[src/pkg/rpb_pkg.sv]
package rpb_pkg;

  // ---------------------------------------------------------------
  // Register map
  // ---------------------------------------------------------------
  localparam int ADDR_W = 8;
  localparam logic [7:0] OFS_CTRL = 8'h40;
  localparam logic [7:0] OFS_STAT = 8'h44;

  localparam int CTRL_PARK = 0;
  localparam int CTRL_DYN_OFF = 1;
  localparam int CTRL_PRED_OFF = 2;
  localparam int CTRL_MRM_LO = 4;
  localparam int CTRL_MRL_LO = 6;
  localparam int CTRL_MR_LO = 8;
  localparam int CTRL_SPEC = 10;
  localparam int CTRL_MBC_LO = 12;
  localparam logic [31:0] CTRL_RST = 32'h0000_0020;
  localparam logic [31:0] CTRL_WMASK = 32'h0000_77F7;

  localparam int STAT_IDLE = 0;
  localparam int STAT_ACTIVE = 1;
  localparam int STAT_HELD = 2;
  localparam int STAT_PEND = 3;
  localparam int STAT_HOLD_SHORT = 4;

  // ---------------------------------------------------------------
  // Field codes
  // ---------------------------------------------------------------
  localparam logic [1:0] PF_LINE = 2'h0;
  localparam logic [1:0] PF_KEEP_DISC = 2'h1;
  localparam logic [1:0] PF_FULL = 2'h2;
  localparam logic [1:0] PF_KEEP_ANY = 2'h3;
  localparam logic [1:0] MR_FIRST_DW = 2'h3;

  localparam logic [12:0] BC_128 = 13'h0080;
  localparam logic [12:0] BC_256 = 13'h0100;
  localparam logic [12:0] BC_512 = 13'h0200;
  localparam logic [12:0] BC_1024 = 13'h0400;
  localparam logic [12:0] BC_2048 = 13'h0800;
  localparam logic [12:0] BC_4096 = 13'h1000;

  // Discard timer lengths in PCI clocks, as powers of two
  localparam int DISC_LONG_EXP = 15;
  localparam int DISC_SHORT_EXP = 10;

  // ---------------------------------------------------------------
  // Types
  // ---------------------------------------------------------------
  typedef enum logic [1:0] {RPB_CMD_MR = 2'h0, RPB_CMD_MRL = 2'h1, RPB_CMD_MRM = 2'h2} rpb_cmd_e;
  typedef enum logic [1:0] {DEP_NONE = 2'h0, DEP_LINE = 2'h1, DEP_FULL = 2'h2, DEP_DW1 = 2'h3} rpb_depth_e;
  typedef enum logic [1:0] {KEEP_NONE = 2'h0, KEEP_DISC = 2'h1, KEEP_ANY = 2'h2} rpb_keep_e;
  typedef enum logic [1:0] {ACT_QUEUE = 2'h0, ACT_RETRY = 2'h1, ACT_DONE = 2'h2} rpb_act_e;
  typedef enum logic [2:0] {ST_IDLE = 3'h1, ST_ACTIVE = 3'h2, ST_HELD = 3'h4} rpb_state_e;

  typedef struct packed {
    rpb_cmd_e cmd;
    logic [31:0] addr;
    logic [3:0] be;
    logic pf;
  } rpb_req_s;

  typedef struct packed {
    rpb_act_e act;
    rpb_depth_e depth;
    rpb_keep_e keep;
    logic limit_en;
    logic [12:0] max_bytes;
  } rpb_dec_s;

endpackage

[src/rtl/rpb_top.sv]
//
// Function
// Bit 0 low parks arbiter on last master; high parks on own port; resets 0.
// Bit 1 low enables dynamic read prefetch control; high disables; resets 0.
// Bit 2 low enables completion data prediction; high disables; resets 0.
// Read Multiple depth field 5:4: 00 one line, others full; resets 10.
// Read Multiple 01 keeps leftovers after bridge disconnect, 11 after any end.
// Read Multiple and Read Line fields ignored in PCI-X mode.
// Read Line depth field 7:6: 00 one line, others full; resets 00.
// Read Line 01 keeps leftovers after bridge disconnect, 11 after any end.
// Memory Read field 9:8: 00 line, 01 reserved, 10 full, 11 first dword.
// Bit 10 low: retry a master repeating with a changed command.
// Bit 10 high: command may change; complete when address and enables match.
// Field 14:12 sets upstream read byte limit; 000/011/111 mean 512.
// Byte limit applies only to reads whose mode selects full prefetch.
// Discard timer counts 2^15 or 2^10 clocks per master-timeout select.
// New settings reach only transactions accepted after the write.
//
// Our own choice: the address-and-strobe port.
`timescale 1ns/10ps
module rpb_top #(
  parameter int DISC_LONG_CYC = 2 ** rpb_pkg::DISC_LONG_EXP,
  parameter int DISC_SHORT_CYC = 2 ** rpb_pkg::DISC_SHORT_EXP,
  parameter int BUF_DEPTH = 2
)(
  input wire logic ref_clk,
  input wire logic resetn,
  input wire logic [rpb_pkg::ADDR_W-1:0] reg_addr,
  input wire logic [31:0] reg_wdata,
  input wire logic reg_wr,
  input wire logic reg_rd,
  output logic [31:0] reg_rdata,
  input wire logic req_valid,
  input wire rpb_pkg::rpb_req_s req,
  output logic req_ready,
  output logic dec_valid,
  output rpb_pkg::rpb_dec_s dec,
  input wire logic dec_ready,
  input wire logic pcix_mode,
  input wire logic mto_short,
  input wire logic term_valid,
  input wire logic term_by_bridge,
  output logic park_self,
  output logic dyn_prefetch_off,
  output logic predict_off,
  output logic retain_held,
  output logic discard_pulse
);
  import rpb_pkg::*;

  // ---------------------------------------------------------------
  // State
  // ---------------------------------------------------------------
  logic [31:0] ctrl;
  rpb_state_e state;
  logic pend_valid;
  logic [31:0] pend_addr;
  logic [3:0] pend_be;
  rpb_cmd_e pend_cmd;
  rpb_dec_s pend_dec;
  rpb_keep_e act_keep;
  logic [15:0] hold_lim;
  logic tmr_exp;
  logic [$bits(rpb_dec_s)-1:0] buf_out;
  rpb_dec_s next_dec;
  rpb_state_e next_state;

  localparam logic [15:0] LIM_LONG = 16'(DISC_LONG_CYC);
  localparam logic [15:0] LIM_SHORT = 16'(DISC_SHORT_CYC);

  // ---------------------------------------------------------------
  // Register decode
  // ---------------------------------------------------------------
  wire wr_ctrl = reg_wr && (reg_addr == OFS_CTRL);
  wire rd_ctrl = reg_rd && (reg_addr == OFS_CTRL);
  wire rd_stat = reg_rd && (reg_addr == OFS_STAT);
  wire [31:0] stat_word = {27'h000_0000, hold_lim == LIM_SHORT, pend_valid,
                           state == ST_HELD, state == ST_ACTIVE, state == ST_IDLE};
  wire [31:0] next_rdata = rd_ctrl ? ctrl : (rd_stat ? stat_word : 32'h0000_0000);
  wire [31:0] next_ctrl = (ctrl & ~CTRL_WMASK) | (reg_wdata & CTRL_WMASK);

  // ---------------------------------------------------------------
  // Request classification
  // ---------------------------------------------------------------
  wire acc = req_valid && req_ready;
  wire special = ctrl[CTRL_SPEC];
  wire [1:0] f_mrm = ctrl[CTRL_MRM_LO +: 2];
  wire [1:0] f_mrl = ctrl[CTRL_MRL_LO +: 2];
  wire [1:0] f_mr = ctrl[CTRL_MR_LO +: 2];
  wire [2:0] f_mbc = ctrl[CTRL_MBC_LO +: 3];
  wire burst_cmd = req.cmd != RPB_CMD_MR;
  wire [1:0] fsel = (req.cmd == RPB_CMD_MRM) ? f_mrm : ((req.cmd == RPB_CMD_MRL) ? f_mrl : f_mr);
  // PCI-X carries its own byte counts, so burst fields drop out
  wire pcix_ovr = pcix_mode && burst_cmd;

  // Depth of a fresh request; Memory Read code 01 falls back to one line
  wire rpb_depth_e new_depth = !req.pf ? DEP_NONE :
                               pcix_ovr ? DEP_FULL :
                               burst_cmd ? ((fsel == PF_LINE) ? DEP_LINE : DEP_FULL) :
                               (fsel == MR_FIRST_DW) ? DEP_DW1 :
                               (fsel == PF_FULL) ? DEP_FULL : DEP_LINE;
  wire rpb_keep_e new_keep = (!req.pf || pcix_ovr || !burst_cmd) ? KEEP_NONE :
                             (fsel == PF_KEEP_DISC) ? KEEP_DISC :
                             (fsel == PF_KEEP_ANY) ? KEEP_ANY : KEEP_NONE;
  wire [12:0] new_bytes = (f_mbc == 3'h1) ? BC_128 :
                          (f_mbc == 3'h2) ? BC_256 :
                          (f_mbc == 3'h4) ? BC_1024 :
                          (f_mbc == 3'h5) ? BC_2048 :
                          (f_mbc == 3'h6) ? BC_4096 : BC_512;

  // Only one delayed read is tracked; any other request is retried
  wire same = pend_valid && (req.addr == pend_addr) && (req.be == pend_be);
  wire cmd_chg = same && (req.cmd != pend_cmd);
  wire rpb_act_e act = !same ? (pend_valid ? ACT_RETRY : ACT_QUEUE) :
                       (cmd_chg && !special) ? ACT_RETRY :
                       ACT_DONE;

  always_comb
  begin
    if (same)
      next_dec = pend_dec;
    else
    begin
      next_dec.depth = new_depth;
      next_dec.keep = new_keep;
      next_dec.limit_en = new_depth == DEP_FULL;
      next_dec.max_bytes = new_bytes;
    end
    next_dec.act = act;
  end

  // ---------------------------------------------------------------
  // Transfer and retention sequencing
  // ---------------------------------------------------------------
  wire done_acc = acc && (act == ACT_DONE);
  wire keep_now = (act_keep == KEEP_ANY) || ((act_keep == KEEP_DISC) && term_by_bridge);
  wire enter_held = (state == ST_ACTIVE) && term_valid && keep_now && !done_acc;
  wire leave_held = (state == ST_HELD) && done_acc;
  wire [15:0] next_lim = mto_short ? LIM_SHORT : LIM_LONG;

  always_comb
  begin
    next_state = state;
    case (state)
      ST_IDLE:
        if (done_acc)
          next_state = ST_ACTIVE;
      ST_ACTIVE:
        if (done_acc)
          next_state = ST_ACTIVE;
        else if (term_valid)
          next_state = keep_now ? ST_HELD : ST_IDLE;
      ST_HELD:
        // A new completion replaces whatever was left over
        if (done_acc)
          next_state = ST_ACTIVE;
        else if (tmr_exp)
          next_state = ST_IDLE;
      default:
        next_state = ST_IDLE;
    endcase
  end

  // ---------------------------------------------------------------
  // Registers
  // ---------------------------------------------------------------
  always_ff @(posedge ref_clk or negedge resetn)
  begin
    if (!resetn)
      ctrl <= CTRL_RST;
    else if (wr_ctrl)
      ctrl <= next_ctrl;
  end

  always_ff @(posedge ref_clk or negedge resetn)
  begin
    if (!resetn)
      reg_rdata <= 32'h0000_0000;
    else
      reg_rdata <= next_rdata;
  end

  always_ff @(posedge ref_clk or negedge resetn)
  begin
    if (!resetn)
    begin
      park_self <= 1'b0;
      dyn_prefetch_off <= 1'b0;
      predict_off <= 1'b0;
    end
    else if (wr_ctrl)
    begin
      park_self <= reg_wdata[CTRL_PARK];
      dyn_prefetch_off <= reg_wdata[CTRL_DYN_OFF];
      predict_off <= reg_wdata[CTRL_PRED_OFF];
    end
  end

  always_ff @(posedge ref_clk or negedge resetn)
  begin
    if (!resetn)
    begin
      pend_valid <= 1'b0;
      pend_addr <= 32'h0000_0000;
      pend_be <= 4'h0;
      pend_cmd <= RPB_CMD_MR;
      pend_dec <= '0;
    end
    else if (acc && (act == ACT_QUEUE))
    begin
      // Settings are frozen here for the life of the transaction
      pend_valid <= 1'b1;
      pend_addr <= req.addr;
      pend_be <= req.be;
      pend_cmd <= req.cmd;
      pend_dec <= next_dec;
    end
    else if (done_acc)
      pend_valid <= 1'b0;
  end

  always_ff @(posedge ref_clk or negedge resetn)
  begin
    if (!resetn)
    begin
      state <= ST_IDLE;
      act_keep <= KEEP_NONE;
      hold_lim <= LIM_LONG;
      retain_held <= 1'b0;
      discard_pulse <= 1'b0;
    end
    else
    begin
      state <= next_state;
      retain_held <= next_state == ST_HELD;
      discard_pulse <= (state == ST_HELD) && tmr_exp && !done_acc;
      if (done_acc)
        act_keep <= pend_dec.keep;
      if (enter_held)
        hold_lim <= next_lim;
    end
  end

  // ---------------------------------------------------------------
  // Submodules
  // ---------------------------------------------------------------
  rpb_disc_tmr u_tmr (
    .ref_clk(ref_clk),
    .resetn(resetn),
    .start(enter_held),
    .stop(leave_held),
    .limit(next_lim),
    .expire(tmr_exp)
  );

  // Stall on dec_ready reaches the request side through req_ready
  rpb_buf #(.W($bits(rpb_dec_s)), .DEPTH(BUF_DEPTH)) u_buf (
    .ref_clk(ref_clk),
    .resetn(resetn),
    .in_valid(req_valid),
    .in_data(next_dec),
    .in_ready(req_ready),
    .out_valid(dec_valid),
    .out_data(buf_out),
    .out_ready(dec_ready)
  );

  assign dec = rpb_dec_s'(buf_out);

  logic [15:0] held_cycles;
  always_ff @(posedge ref_clk or negedge resetn)
  begin
    if (!resetn)
      held_cycles <= 16'h0000;
    else if (state != ST_HELD)
      held_cycles <= 16'h0000;
    else
      held_cycles <= held_cycles + 16'h0001;
  end
endmodule

[src/rtl/rpb_buf.sv]
`timescale 1ns/10ps
module rpb_buf #(
  parameter int W = 20,
  parameter int DEPTH = 2
)(
  input wire logic ref_clk,
  input wire logic resetn,
  input wire logic in_valid,
  input wire logic [W-1:0] in_data,
  output logic in_ready,
  output logic out_valid,
  output logic [W-1:0] out_data,
  input wire logic out_ready
);
  // Shifting queue: the head is always entry 0, so the output is a flop
  logic [W-1:0] mem [DEPTH];
  logic [W-1:0] next_mem [DEPTH];
  logic [DEPTH-1:0] vld;
  logic [DEPTH-1:0] next_vld;
  logic [DEPTH-1:0] sv;
  // Ready kept in a flop so the port needs no gate after the register
  logic rdy;
  wire pop = vld[0] && out_ready;
  wire push = in_valid && in_ready;

  assign in_ready = rdy;
  assign out_valid = vld[0];
  assign out_data = mem[0];

  always_comb
  begin
    logic prev;
    prev = 1'b1;
    for (int i = 0; i < DEPTH; i++)
    begin
      sv[i] = pop ? ((i < DEPTH - 1) ? vld[(i + 1) % DEPTH] : 1'b0) : vld[i];
      next_mem[i] = pop ? ((i < DEPTH - 1) ? mem[(i + 1) % DEPTH] : mem[i]) : mem[i];
    end
    next_vld = sv;
    for (int i = 0; i < DEPTH; i++)
    begin
      if (push && !sv[i] && prev)
      begin
        next_vld[i] = 1'b1;
        next_mem[i] = in_data;
      end
      prev = sv[i];
    end
  end

  always_ff @(posedge ref_clk or negedge resetn)
  begin
    if (!resetn)
    begin
      vld <= '0;
      rdy <= 1'b1;
      for (int i = 0; i < DEPTH; i++)
        mem[i] <= '0;
    end
    else
    begin
      vld <= next_vld;
      rdy <= !next_vld[DEPTH-1];
      mem <= next_mem;
    end
  end
endmodule

[src/rtl/rpb_disc_tmr.sv]
`timescale 1ns/10ps
module rpb_disc_tmr (
  input wire logic ref_clk,
  input wire logic resetn,
  input wire logic start,
  input wire logic stop,
  input wire logic [15:0] limit,
  output logic expire
);
  logic [15:0] cnt;
  logic [15:0] lim;
  logic run;

  always_ff @(posedge ref_clk or negedge resetn)
  begin
    if (!resetn)
    begin
      cnt <= 16'h0000;
      lim <= 16'h0000;
      run <= 1'b0;
      expire <= 1'b0;
    end
    else
    begin
      expire <= 1'b0;
      if (start)
      begin
        cnt <= 16'h0000;
        lim <= limit;
        run <= 1'b1;
      end
      else if (stop)
        run <= 1'b0;
      else if (run)
      begin
        if (cnt == lim - 16'h0001)
        begin
          run <= 1'b0;
          expire <= 1'b1;
        end
        else
          cnt <= cnt + 16'h0001;
      end
    end
  end
endmodule

[config.mk]
export PLATFORM = sky130hd
export DESIGN_NAME = rpb_top
export DESIGN_NICKNAME = d
export VERILOG_FILES = /design/src/pkg/rpb_pkg.sv /design/src/rtl/rpb_top.sv /design/src/rtl/rpb_buf.sv /design/src/rtl/rpb_disc_tmr.sv
export SDC_FILE = /design/constraint.sdc
export NUM_CORES = 1
export LEC_CHECK = 0
export ABC_AREA = 1
export BUFFER_PORTS_ARGS = -buffer_cell sky130_fd_sc_hd__buf_2
export CELL_PAD_IN_SITES_DETAIL_PLACEMENT = 0
export CELL_PAD_IN_SITES_GLOBAL_PLACEMENT = 2
export CORE_MARGIN = 3
export CORE_UTILIZATION = 25
export DETAILED_ROUTE_END_ITERATION = 12
export GPL_ROUTABILITY_DRIVEN = 0
export PLACE_DENSITY_LB_ADDON = 0.05
export SETUP_SLACK_MARGIN = 0.15
export SLEW_MARGIN = 20
export SYNTH_ARGS = -nofsm -noshare
export SYNTH_HDL_FRONTEND = slang
export SYNTH_SLANG_ARGS = --single-unit
export TNS_END_PERCENT = 50
[constraint.sdc]
create_clock -name ref_clk -period 2.1 [get_ports ref_clk]
set_clock_uncertainty 0.15 [all_clocks]
set_input_delay 0.315 -clock ref_clk [delete_from_list [all_inputs] [get_ports ref_clk]]
set_output_delay 0.315 -clock ref_clk [all_outputs]
set_load 0.03 [all_outputs]
== Yosys cells after proc, flatten, opt, wreduce, memory -nomap -nowiden ==
Index checks and enable logic that the tools add are counted.
Word-level totals
  output and inout port bits: 59
  register bits after elaboration: 224
  word-level logic and storage cells: 145
  input bits: 89
Cells by class
  muxes and demuxes: 50
  bitwise logic cells: 1
  equal/unequal tests: 27
  reductions and logical operators: 39
  $add $sub $neg: 2
Operators with widths (count)
  16-bit two-way mux: 5
  13-bit two-way mux: 5
  20-bit two-way mux: 2
  32-bit equality test: 1
  32-bit two-way mux: 1
  32-bit by 15-bit bitwise OR with 32-bit output: 1
  2-bit two-way mux: 13
  1-bit logical AND: 22
  18-bit two-way mux: 1
  3-bit two-way mux: 6
  16-bit by 1-bit adder with 16-bit output (second input constant): 1
  16-bit by 11-bit equality test with 1-bit output (second input constant): 1
  16-bit equality test: 1
  8-bit by 7-bit equality test with 1-bit output (second input constant): 2
  16-bit by 1-bit subtractor with 16-bit output (second input constant): 1
  3-bit equality test (second input constant): 5
  1-bit two-way mux: 15
  2-bit equality test (second input constant): 6
  3-bit one-hot mux with 3 select lines: 1
  2-bit nonzero test: 4
  1-bit zero test: 7
  2-bit by 1-bit equality test with 1-bit output (second input constant): 3
  3-bit by 1-bit equality test with 1-bit output (second input constant): 2
  3-bit by 2-bit equality test with 1-bit output (second input constant): 2
  7 further kinds: 11

== Logic depth before layout (Yosys ltp) ==
Gate-level depths: netlist (run 1).
  word-level depth: 13
  gate-level depth with buffers: 15
  gate-level depth less buffers: 15

== By module ==
Synthesis (run 1) repeated with hierarchy kept, for this count alone.
Second synthesis, totals
  cells, all modules: 1381
  area, all modules: 9718.1 um2
Modules (own cells, without submodules)
  rpb_top: area an instance 5089.9 um2, instances 1, sequential area each 2356.0 um2, cells each 720
  rpb_disc_tmr: area an instance 2439.8 um2, instances 1, sequential area each 850.8 um2, cells each 365
  rpb_buf: area an instance 2188.3 um2, instances 1, sequential area each 1077.3 um2, cells each 296

== Least setup slack after synthesis (run 1) ==
No wires, ideal clock.
  kind: register to register
  start point: register u_buf.rdy (netlist: u_buf.in_ready)
  end point: register u_buf.mem[14] in the netlist's numbering
  stages on the path, launching flop included: 8
  slack: 0.156 ns
  buffers on the path: 1
  setup time: 0.082 ns
  data required time: 1.868 ns
  clock period less this slack: 1.944 ns
  data arrival time: 1.712 ns
  cell sequence: dfstp_2 -> nand2_1 -> inv_1 -> nand3_1 -> clkinv_1 -> clkbuf_1 -> nor2_1 -> a31oi_1
Between the ends
  longest elaborated chain between the ends: 3
Ends and longest elaborated chain
  start, declared: RTL line rpb_buf.sv:22  | logic rdy;
  start signal, assigned: RTL line rpb_buf.sv:63  | rdy <= !next_vld[DEPTH-1];
  1-bit logical AND: RTL line rpb_buf.sv:24  | wire push = in_valid && in_ready;
  1-bit logical AND (2 in a row): RTL line rpb_buf.sv:42  | if (push && !sv[i] && prev)
  end signal, assigned: RTL line rpb_buf.sv:64  | mem <= next_mem;
  end, declared: RTL line rpb_buf.sv:16  | logic [W-1:0] mem [DEPTH];
Every way passes these cells.
A chain may end at the register's enable or synchronous reset.

== Worst setup path after layout (run 1) ==
  start point: register pend_addr[14]
  end point: register u_tmr.cnt[2]
Between the ends
  longest elaborated chain between the ends: 13
  elaborated cells on any way between the ends: 17
Ends and longest elaborated chain
  start, declared: RTL line rpb_top.sv:57  | logic [31:0] pend_addr;
  start signal, assigned: RTL line rpb_top.sv:213  | pend_addr <= req.addr;
  32-bit equality test (*): RTL line rpb_top.sv:112  | wire same = pend_valid && (req.addr == pend_addr) && (req.be == pend_be);
  1-bit logical AND (*) (2 in a row): RTL line rpb_top.sv:112
  1-bit logical AND: RTL line rpb_top.sv:113  | wire cmd_chg = same && (req.cmd != pend_cmd);
  1-bit logical AND: RTL line rpb_top.sv:115  | (cmd_chg && !special) ? ACT_RETRY :
  2-bit two-way mux: RTL line rpb_top.sv:115
  2-bit two-way mux (*): RTL line rpb_top.sv:114  | wire rpb_act_e act = !same ? (pend_valid ? ACT_RETRY : ACT_QUEUE) :
  2-bit equality test (*): RTL line rpb_top.sv:135  | wire done_acc = acc && (act == ACT_DONE);
  1-bit logical AND (*): RTL line rpb_top.sv:135
  1-bit zero test: RTL line rpb_top.sv:137  | wire enter_held = (state == ST_ACTIVE) && term_valid && keep_now && !done_acc;
  1-bit logical AND: RTL line rpb_top.sv:137
  2-bit inequality test (no source line) / 2-bit nonzero test (equally long branches)
  3-bit AND reduction (no source line)
  end signal, assigned: RTL line rpb_disc_tmr.sv:42  | cnt <= cnt + 16'h0001;
  end, declared: RTL line rpb_disc_tmr.sv:10  | logic [15:0] cnt;
Mark *: on every way between the ends. The rest lies on a longest branch, timed or not.

==> results of run 1 <==
cell usage in the layout, fill, tap and decap left out, types with 24 or more instances in the layout:
| cell type | instances |
|---|---|
| nor2_1 | 84 |
| buf_2 | 127 |
| inv_1 | 139 |
| nand3_1 | 64 |
| nand2_2 | 49 |
| nand4_1 | 24 |
| dfrtp_1 | 152 |
| nand2_1 | 280 |
| dlygate4sd3_1 | 48 |
| o21ai_0 | 68 |
| buf_4 | 40 |
worst max path at each step:
stage	to	cells past startpoint	from	slack [ns]
6_report	u_tmr.cnt[2]	12	pend_addr[14]	0.05
5_1_grt	u_tmr.cnt[14]	12	pend_addr[14]	-0.09
4_1_cts	u_tmr.cnt[2]	12	pend_addr[7]	0.08
3_5_place_dp	u_buf.out_data[10]	14	req[16]	-0.17
3_3_place_gp	u_buf.out_data[10]	14	req[16]	-0.14
2_1_floorplan	u_buf.mem[14]	7	u_buf.in_ready	0.16
metal layers:
| layer | up-vias | part of all wire (%) | wire (µm) | global-route usage, % |
|---|---|---|---|---|
| met5 | - | 0 | 0 | 0 |
| met4 | 0 | 0.98 | 239 | 3.75 |
| met3 | 19 | 2.9 | 702 | 2.61 |
| met2 | 108 | 48 | 11600 | 23.6 |
| met1 | 3274 | 49 | 11900 | 19.7 |
| li1 | 3680 | - | - | - |
state kept, by name, summed over array words and instances, names as in the netlist, 3 cells and up:
signal and count:
u_buf.mem 20, reg_rdata 15, u_tmr.cnt 16, ctrl 13
pend_addr 32, pend_dec 18, state 3, pend_be 4
u_buf.out_data 20
repair_timing:
action / 4_1_cts / 5_1_grt
hold buffers: 47 / 1
pin swaps: 7 / 66
endpoints found under the hold margin: 77 / 1
gates resized for setup: 38 / 100
endpoints found under the setup margin: 67 / 74
cloned: 0 / 4
setup buffers: 2 / 2
cells by family (layout without fill, tap and decap cells):
kind of cell / after synthesis / in the layout
simple gates: 556 / 556
fa+ha+maj: 1 / 1
compound gates: 109 / 109
flops: 156 / 156
buf+inv: 227 / 421
xor+xnor: 26 / 26
other cells: 1 / 1
final cells by class:
| cell class | instances | area, µm² | area share, % |
|---|---|---|---|
| Timing Repair Buffer | 235 | 1780 | 16.1 |
| Tap cell | 435 | 544 | 4.92 |
| Sequential cell | 156 | 3910 | 35.3 |
| Inverter | 155 | 593 | 5.36 |
| Clock buffer | 21 | 470 | 4.25 |
| Clock inverter | 10 | 210 | 1.90 |
| Multi-Input combinational cell | 693 | 3550 | 32.1 |
worst reg2reg max path: stages, from the launching register on:
cell,delay (ns)
dfrtp_1,0.36
inv_1,0.06
nand2_2,0.07
o21ai_1,0.06
nor2_1,0.11
nand2_1,0.09
nor2_2,0.16
nand3_4,0.12
nor2_8,0.18
nand4_4,0.23
clkbuf_16,0.24
nand4_1,0.07
nand2_1,0.05
power by group through the flow:
stage / Clock (W) / Combinational [W] / Sequential (W)
after floorplan: 0 / 0.00112 / 0.00355
after global placement: 0 / 0.00167 / 0.00354
after detailed placement: 0 / 0.00168 / 0.00354
after CTS: 0.00381 / 0.00176 / 0.00348
after global routing: 0.00390 / 0.00202 / 0.00353
final: 0.00367 / 0.00179 / 0.00348
metrics by stage:
step,utilization (%),cell area (µm²)
CTS,33.4,10600
floorplan,-,8140
detailed placement,29.4,9360
finish,34.8,11100
global route,34.8,11100
global placement,29.4,9360
==> results.sh, run 1 <==
export IMPL_status="complete, no violations"
export IMPL_yosys_area_share_adder_pct=0.154
export IMPL_clockPowerShare_pct=41.0
export IMPL_rows=65
export IMPL_setup_ws_ns=0.0498
export IMPL_ys_ff_latch=156
export IMPL_setup_tns_ns=0
export IMPL_async_reset_ff_share_pct=100
export IMPL_rr_worst_depth=12
export IMPL_fp_dieH_um=186
export IMPL_crit_family="simple AND/OR/NAND/NOR gates"
export IMPL_drt_iter0_drc=242
export IMPL_synth_cell_type_count=39
export IMPL_synth_simple_gate_area_share_pct=28.9
export IMPL_wl_per_cell_um=14.3
export IMPL_synth_top_family_by_area="simple AND/OR/NAND/NOR gates"
export IMPL_synth_most_common_cell="nand2_1"
export IMPL_synth_top_cell_by_area="dfrtp_1"
export IMPL_grt_first_pass_wirelength_mm=39.9
export IMPL_antenna_found_initial=0
export IMPL_cts_made_buffers=17
export IMPL_finalCriticalPeriod_ns=2.05
export IMPL_grt_overflow=0
export IMPL_grtUsageTotal_pct=14.4
export IMPL_syn_nets=1166
export IMPL_power_density_nw_per_um2=808
export IMPL_vias_per_cell=4.15
export IMPL_wirelength_mm=24.5
export IMPL_reg2reg_from="pend_addr[14]"
export IMPL_cts_sinks=156
export IMPL_clk_latency_ns=0.44
export IMPL_drc=0
export IMPL_dp_slack_ns=-0.172
export IMPL_ys_warn_count=0
export IMPL_finalCritPeriodShare_pct=97.6
export IMPL_clk_path_buf_depth=2
export IMPL_synth_yosys_seq_area_share_pct=48.0
export IMPL_slew_violations=0
export IMPL_setup_viol=0
export IMPL_path_class="reg -> reg"
export IMPL_synth_xor_area_share_pct=2.80
export IMPL_min_from="mto_short"
export IMPL_ys_flop_type="dfrtp_1"
export IMPL_slew_headroom_pct=66.0
export IMPL_io_pins=148
export IMPL_critPathSlowestCell="dfrtp_1"
export IMPL_yosysTopAreaCellShare_pct=46.8
export IMPL_pwr_share_comb_pct=20.0
export IMPL_endpoint_kind="flop"
export IMPL_dp_cells=1618
export IMPL_p_leak_nw=5.77
export IMPL_synthMuxAreaShare_pct=0
export IMPL_fillers=3430
export IMPL_core_area_um2=31800
export IMPL_cp_num_buf_inv=2
export IMPL_worstMarginPinSlew_ns=0.506
export IMPL_ys_top_cells_by_area="dfrtp_1 (47%), nand2_1 (16%), inv_1 (6.8%), o21ai_0 (4.8%), nor2_1 (4.6%)"
export IMPL_fp_dieArea_um2=34700
export IMPL_synth_compound_area_share_pct=7.41
export IMPL_ant_nets=0
export IMPL_cpPeakStageDelay_ns=0.36
export IMPL_reg2reg_slack_ns=0.05
export IMPL_cp_common_cell="nand2_1"
export IMPL_critPathRequiredTime_ns=2.28
export IMPL_syn_area_per_cell_um2=7.56
export IMPL_cts_tree="built"
export IMPL_synth_edf_count=0
export IMPL_io_buffers=128
export IMPL_p_sw_w=0.00269
export IMPL_p_sw_share_pct=30.1
export IMPL_initial_core_util_pct=25.6
export IMPL_dieWidth_um=186
export IMPL_r2r_end="u_tmr.cnt[2]"
export IMPL_yosys_top_cells_count="nand2_1 (337), dfrtp_1 (152), inv_1 (148), nor2_1 (100), o21ai_0 (78)"
export IMPL_htreeDepth=4
export IMPL_fmax_mhz=488
export IMPL_hold_path_endpoint="hold_lim[10]"
export IMPL_nets=1348
export IMPL_worstPathCellList="inv_1, nand2_2, o21ai_1, nor2_1, nand2_1, nor2_2, nand3_4, nor2_8, nand4_4, clkbuf_16, nand4_1, nand2_1"
export IMPL_worst_hold_path_num_cells=3
export IMPL_hold_ws_ns=0.0199
export IMPL_path_clk_slew_ns=0.07
export IMPL_synth_area_um2=8140
export IMPL_hold_path_class="in -> reg"
export IMPL_area_delta_synth_final_pct=35.9
export IMPL_cp_start_kind="flop"
export IMPL_grt_max_degree=41
export IMPL_place_hpwl_mm=17.7
export IMPL_internal_power_w=0.00625
export IMPL_worst_ir_drop_vdd_mv=0.581
export IMPL_rsz0062_at_grt="true"
export IMPL_grt_pass1_vias=7130
export IMPL_instances_no_fill=1705
export IMPL_crit_fanout=5
export IMPL_max_cap_viol_count=0
export IMPL_seqPwrFrac_pct=39.0
export IMPL_num_vias=7081
export IMPL_hold_violations=0
export IMPL_clockRootBuffer="clkbuf_16"
export IMPL_drive_gt1_share_pct=26.5
export IMPL_power_w=0.00894
export IMPL_dr_pass1_iters=4
export IMPL_syn_inst=1076
export IMPL_antennaDiodeCount=0
export IMPL_arrival_ns=2.23
(Power assumes the default switching activity.)
==> inputs of run 2 (changes only) <==
- SETUP_SLACK_MARGIN: 0.15 -> not set
==> results.sh, run 2 (synthesis gave the netlist of run 1 again) <==
export IMPL_area_delta_synth_final_pct=34.6
export IMPL_cp_start_kind="input port"
export IMPL_grtUsageTotal_pct=14.4
export IMPL_clk_path_buf_depth=2
export IMPL_rsz0062_at_grt="true"
export IMPL_initial_core_util_pct=25.6
export IMPL_power_w=0.00889
export IMPL_min_from="mto_short"
export IMPL_worstSetupStartpoint="req[34]"
export IMPL_pwr_share_comb_pct=19.6
export IMPL_fp_dieH_um=186
export IMPL_path_clk_slew_ns=0.06
export IMPL_dr_pass1_iters=5
export IMPL_drc=0
export IMPL_cts_tree="built"
export IMPL_largest_reg_flops=32
export IMPL_final_common_cell="nand2_1"
export IMPL_io_buffers=128
export IMPL_worst_hold_path_num_cells=3
export IMPL_met2_length_mm=11.6
export IMPL_p_leak_nw=5.76
export IMPL_num_vias=7067
export IMPL_drive_gt1_share_pct=23.3
export IMPL_slew_violations=0
export IMPL_hold_path_class="in -> reg"
export IMPL_final_cell_mix="nand2_1 (306), dfrtp_1 (152), inv_1 (142)"
export IMPL_antenna_found_initial=0
export IMPL_antennaDiodeCount=0
export IMPL_grt_first_pass_wirelength_mm=39.9
export IMPL_worstMarginPinSlew_ns=0.756
export IMPL_wl_per_cell_um=14.4
export IMPL_nets=1345
export IMPL_route_top_layer_used="met4"
export IMPL_path_class="in -> reg"
export IMPL_setup_viol=0
export IMPL_seqPwrFrac_pct=39.1
export IMPL_place_area_um2=9360
export IMPL_drt_iter0_drc=319
export IMPL_multi_input_area_um2=3450
export IMPL_hold_violations=0
export IMPL_clockPowerShare_pct=41.3
export IMPL_regArea_um2=3910
export IMPL_cts_made_buffers=17
export IMPL_internal_power_w=0.00623
export IMPL_final_cell_area_um2=10900
export IMPL_vias_per_cell=4.15
export IMPL_hold_path_endpoint="hold_lim[10]"
export IMPL_wirelength_mm=24.6
export IMPL_p_sw_share_pct=30.0
export IMPL_max_cap_viol_count=0
export IMPL_fmax_mhz=479
export IMPL_rr_worst_depth=12
export IMPL_place_hpwl_mm=17.7
export IMPL_p_sw_w=0.00267
export IMPL_final_core_util_pct=34.4
export IMPL_io_pins=148
export IMPL_met3_length_um=742
export IMPL_arrival_ns=2.26
export IMPL_ant_nets=0
export IMPL_cts_sinks=156
export IMPL_r2r_end="u_tmr.cnt[2]"
export IMPL_clk_latency_ns=0.44
export IMPL_fillers=3438
export IMPL_critPathRequiredTime_ns=2.28
export IMPL_grt_overflow=0
export IMPL_finalCritPeriodShare_pct=99.5
export IMPL_status="complete, no violations"
export IMPL_finalCriticalPeriod_ns=2.09
export IMPL_grt_pass1_vias=7111
export IMPL_slew_headroom_pct=49.6
export IMPL_crit_fanout=5
export IMPL_worst_ir_drop_vdd_mv=0.579
export IMPL_clockRootBuffer="clkbuf_16"
export IMPL_reg2reg_from="pend_addr[14]"
export IMPL_endpoint_kind="flop"
export IMPL_power_density_nw_per_um2=812
export IMPL_fp_dieArea_um2=34700
export IMPL_max_flop_register="pend_addr"
export IMPL_grt_max_degree=41
export IMPL_wl_met1_mm=12.0
export IMPL_core_area_um2=31800
export IMPL_dieWidth_um=186
export IMPL_htreeDepth=4
export IMPL_reg2reg_slack_ns=0.02
export IMPL_rows=65
[run 2: cell count changes in the layout (fill, tap and decap cells not counted), moves of 3 or more]
cell | before | now
inv_1 | 139 | 142
nand2_1 | 280 | 306
nand2_2 | 49 | 23
nor2_1 | 84 | 91
nor2_2 | 13 | 8
o21ai_1 | 5 | 2
[run 2: worst max-delay path: stages]
cell and delay (ns):
dlygate4sd3_1 0.52, buf_4 0.13, inv_1 0.04, nand2_1 0.07, nand2_1 0.06, nand3b_1 0.17
nor2_2 0.10, nand2_2 0.09, nor2_8 0.16, nand4_4 0.23, clkbuf_16 0.24, nand4_1 0.08
nand2_1 0.05
[run 2: area by class of cell]
type	instances	area share [%]
multi-input cells	693	31.6
well taps	435	4.97
clock inverters	10	1.92
flip-flops and latches	156	35.7
clock buffers	21	4.30
inverters	155	5.38
repair buffers	232	16.2
[run 2: repair_timing]
item	CTS	global route
pin swaps	1	38
setup buffers	0	4
gates resized for setup	3	95
endpoints found under the hold margin	77	0
endpoints found under the setup margin	11	68
gates cloned	0	5
hold buffers	47	0
[run 2: power by group through the flow]
stage	registers, W	logic [W]	clock network, W
2_1_floorplan	0.00355	0.00112	0
3_3_place_gp	0.00354	0.00167	0
3_5_place_dp	0.00354	0.00168	0
4_1_cts	0.00348	0.00175	0.00381
5_1_grt	0.00352	0.00198	0.00390
6_report	0.00348	0.00174	0.00367
[run 2: worst max path at each step]
stage                    endpoint  slack [ns]  depth (start not counted)
3_3_place_gp   u_buf.out_data[10]       -0.14                         14
2_1_floorplan       u_buf.mem[14]        0.16                          7
6_report             u_tmr.cnt[2]        0.01                         13
3_5_place_dp   u_buf.out_data[10]       -0.17                         14
4_1_cts         u_buf.out_data[5]       0.006                         12
5_1_grt              u_tmr.expire       -0.13                         13
[run 2: metrics by stage]
stage               hold slack [ns]  std cells  setup slack, ns  setup TNS, ns
floorplan                    -0.131       1076            0.156              0
global placement              0.125       1618           -0.136         -0.764
detailed placement            0.127       1618           -0.172          -1.11
CTS                         0.00633       1696          0.00637              0
global route                 0.0214       1702           -0.131          -2.74
finish                       0.0216       1702           0.0109              0
[run 2: layer usage]
metal  track usage (%)  up-vias
met5                 0        -
met4              3.75        0
met2              23.6      110
met1              19.7     3261
li1                  -     3679
met3              2.61       17
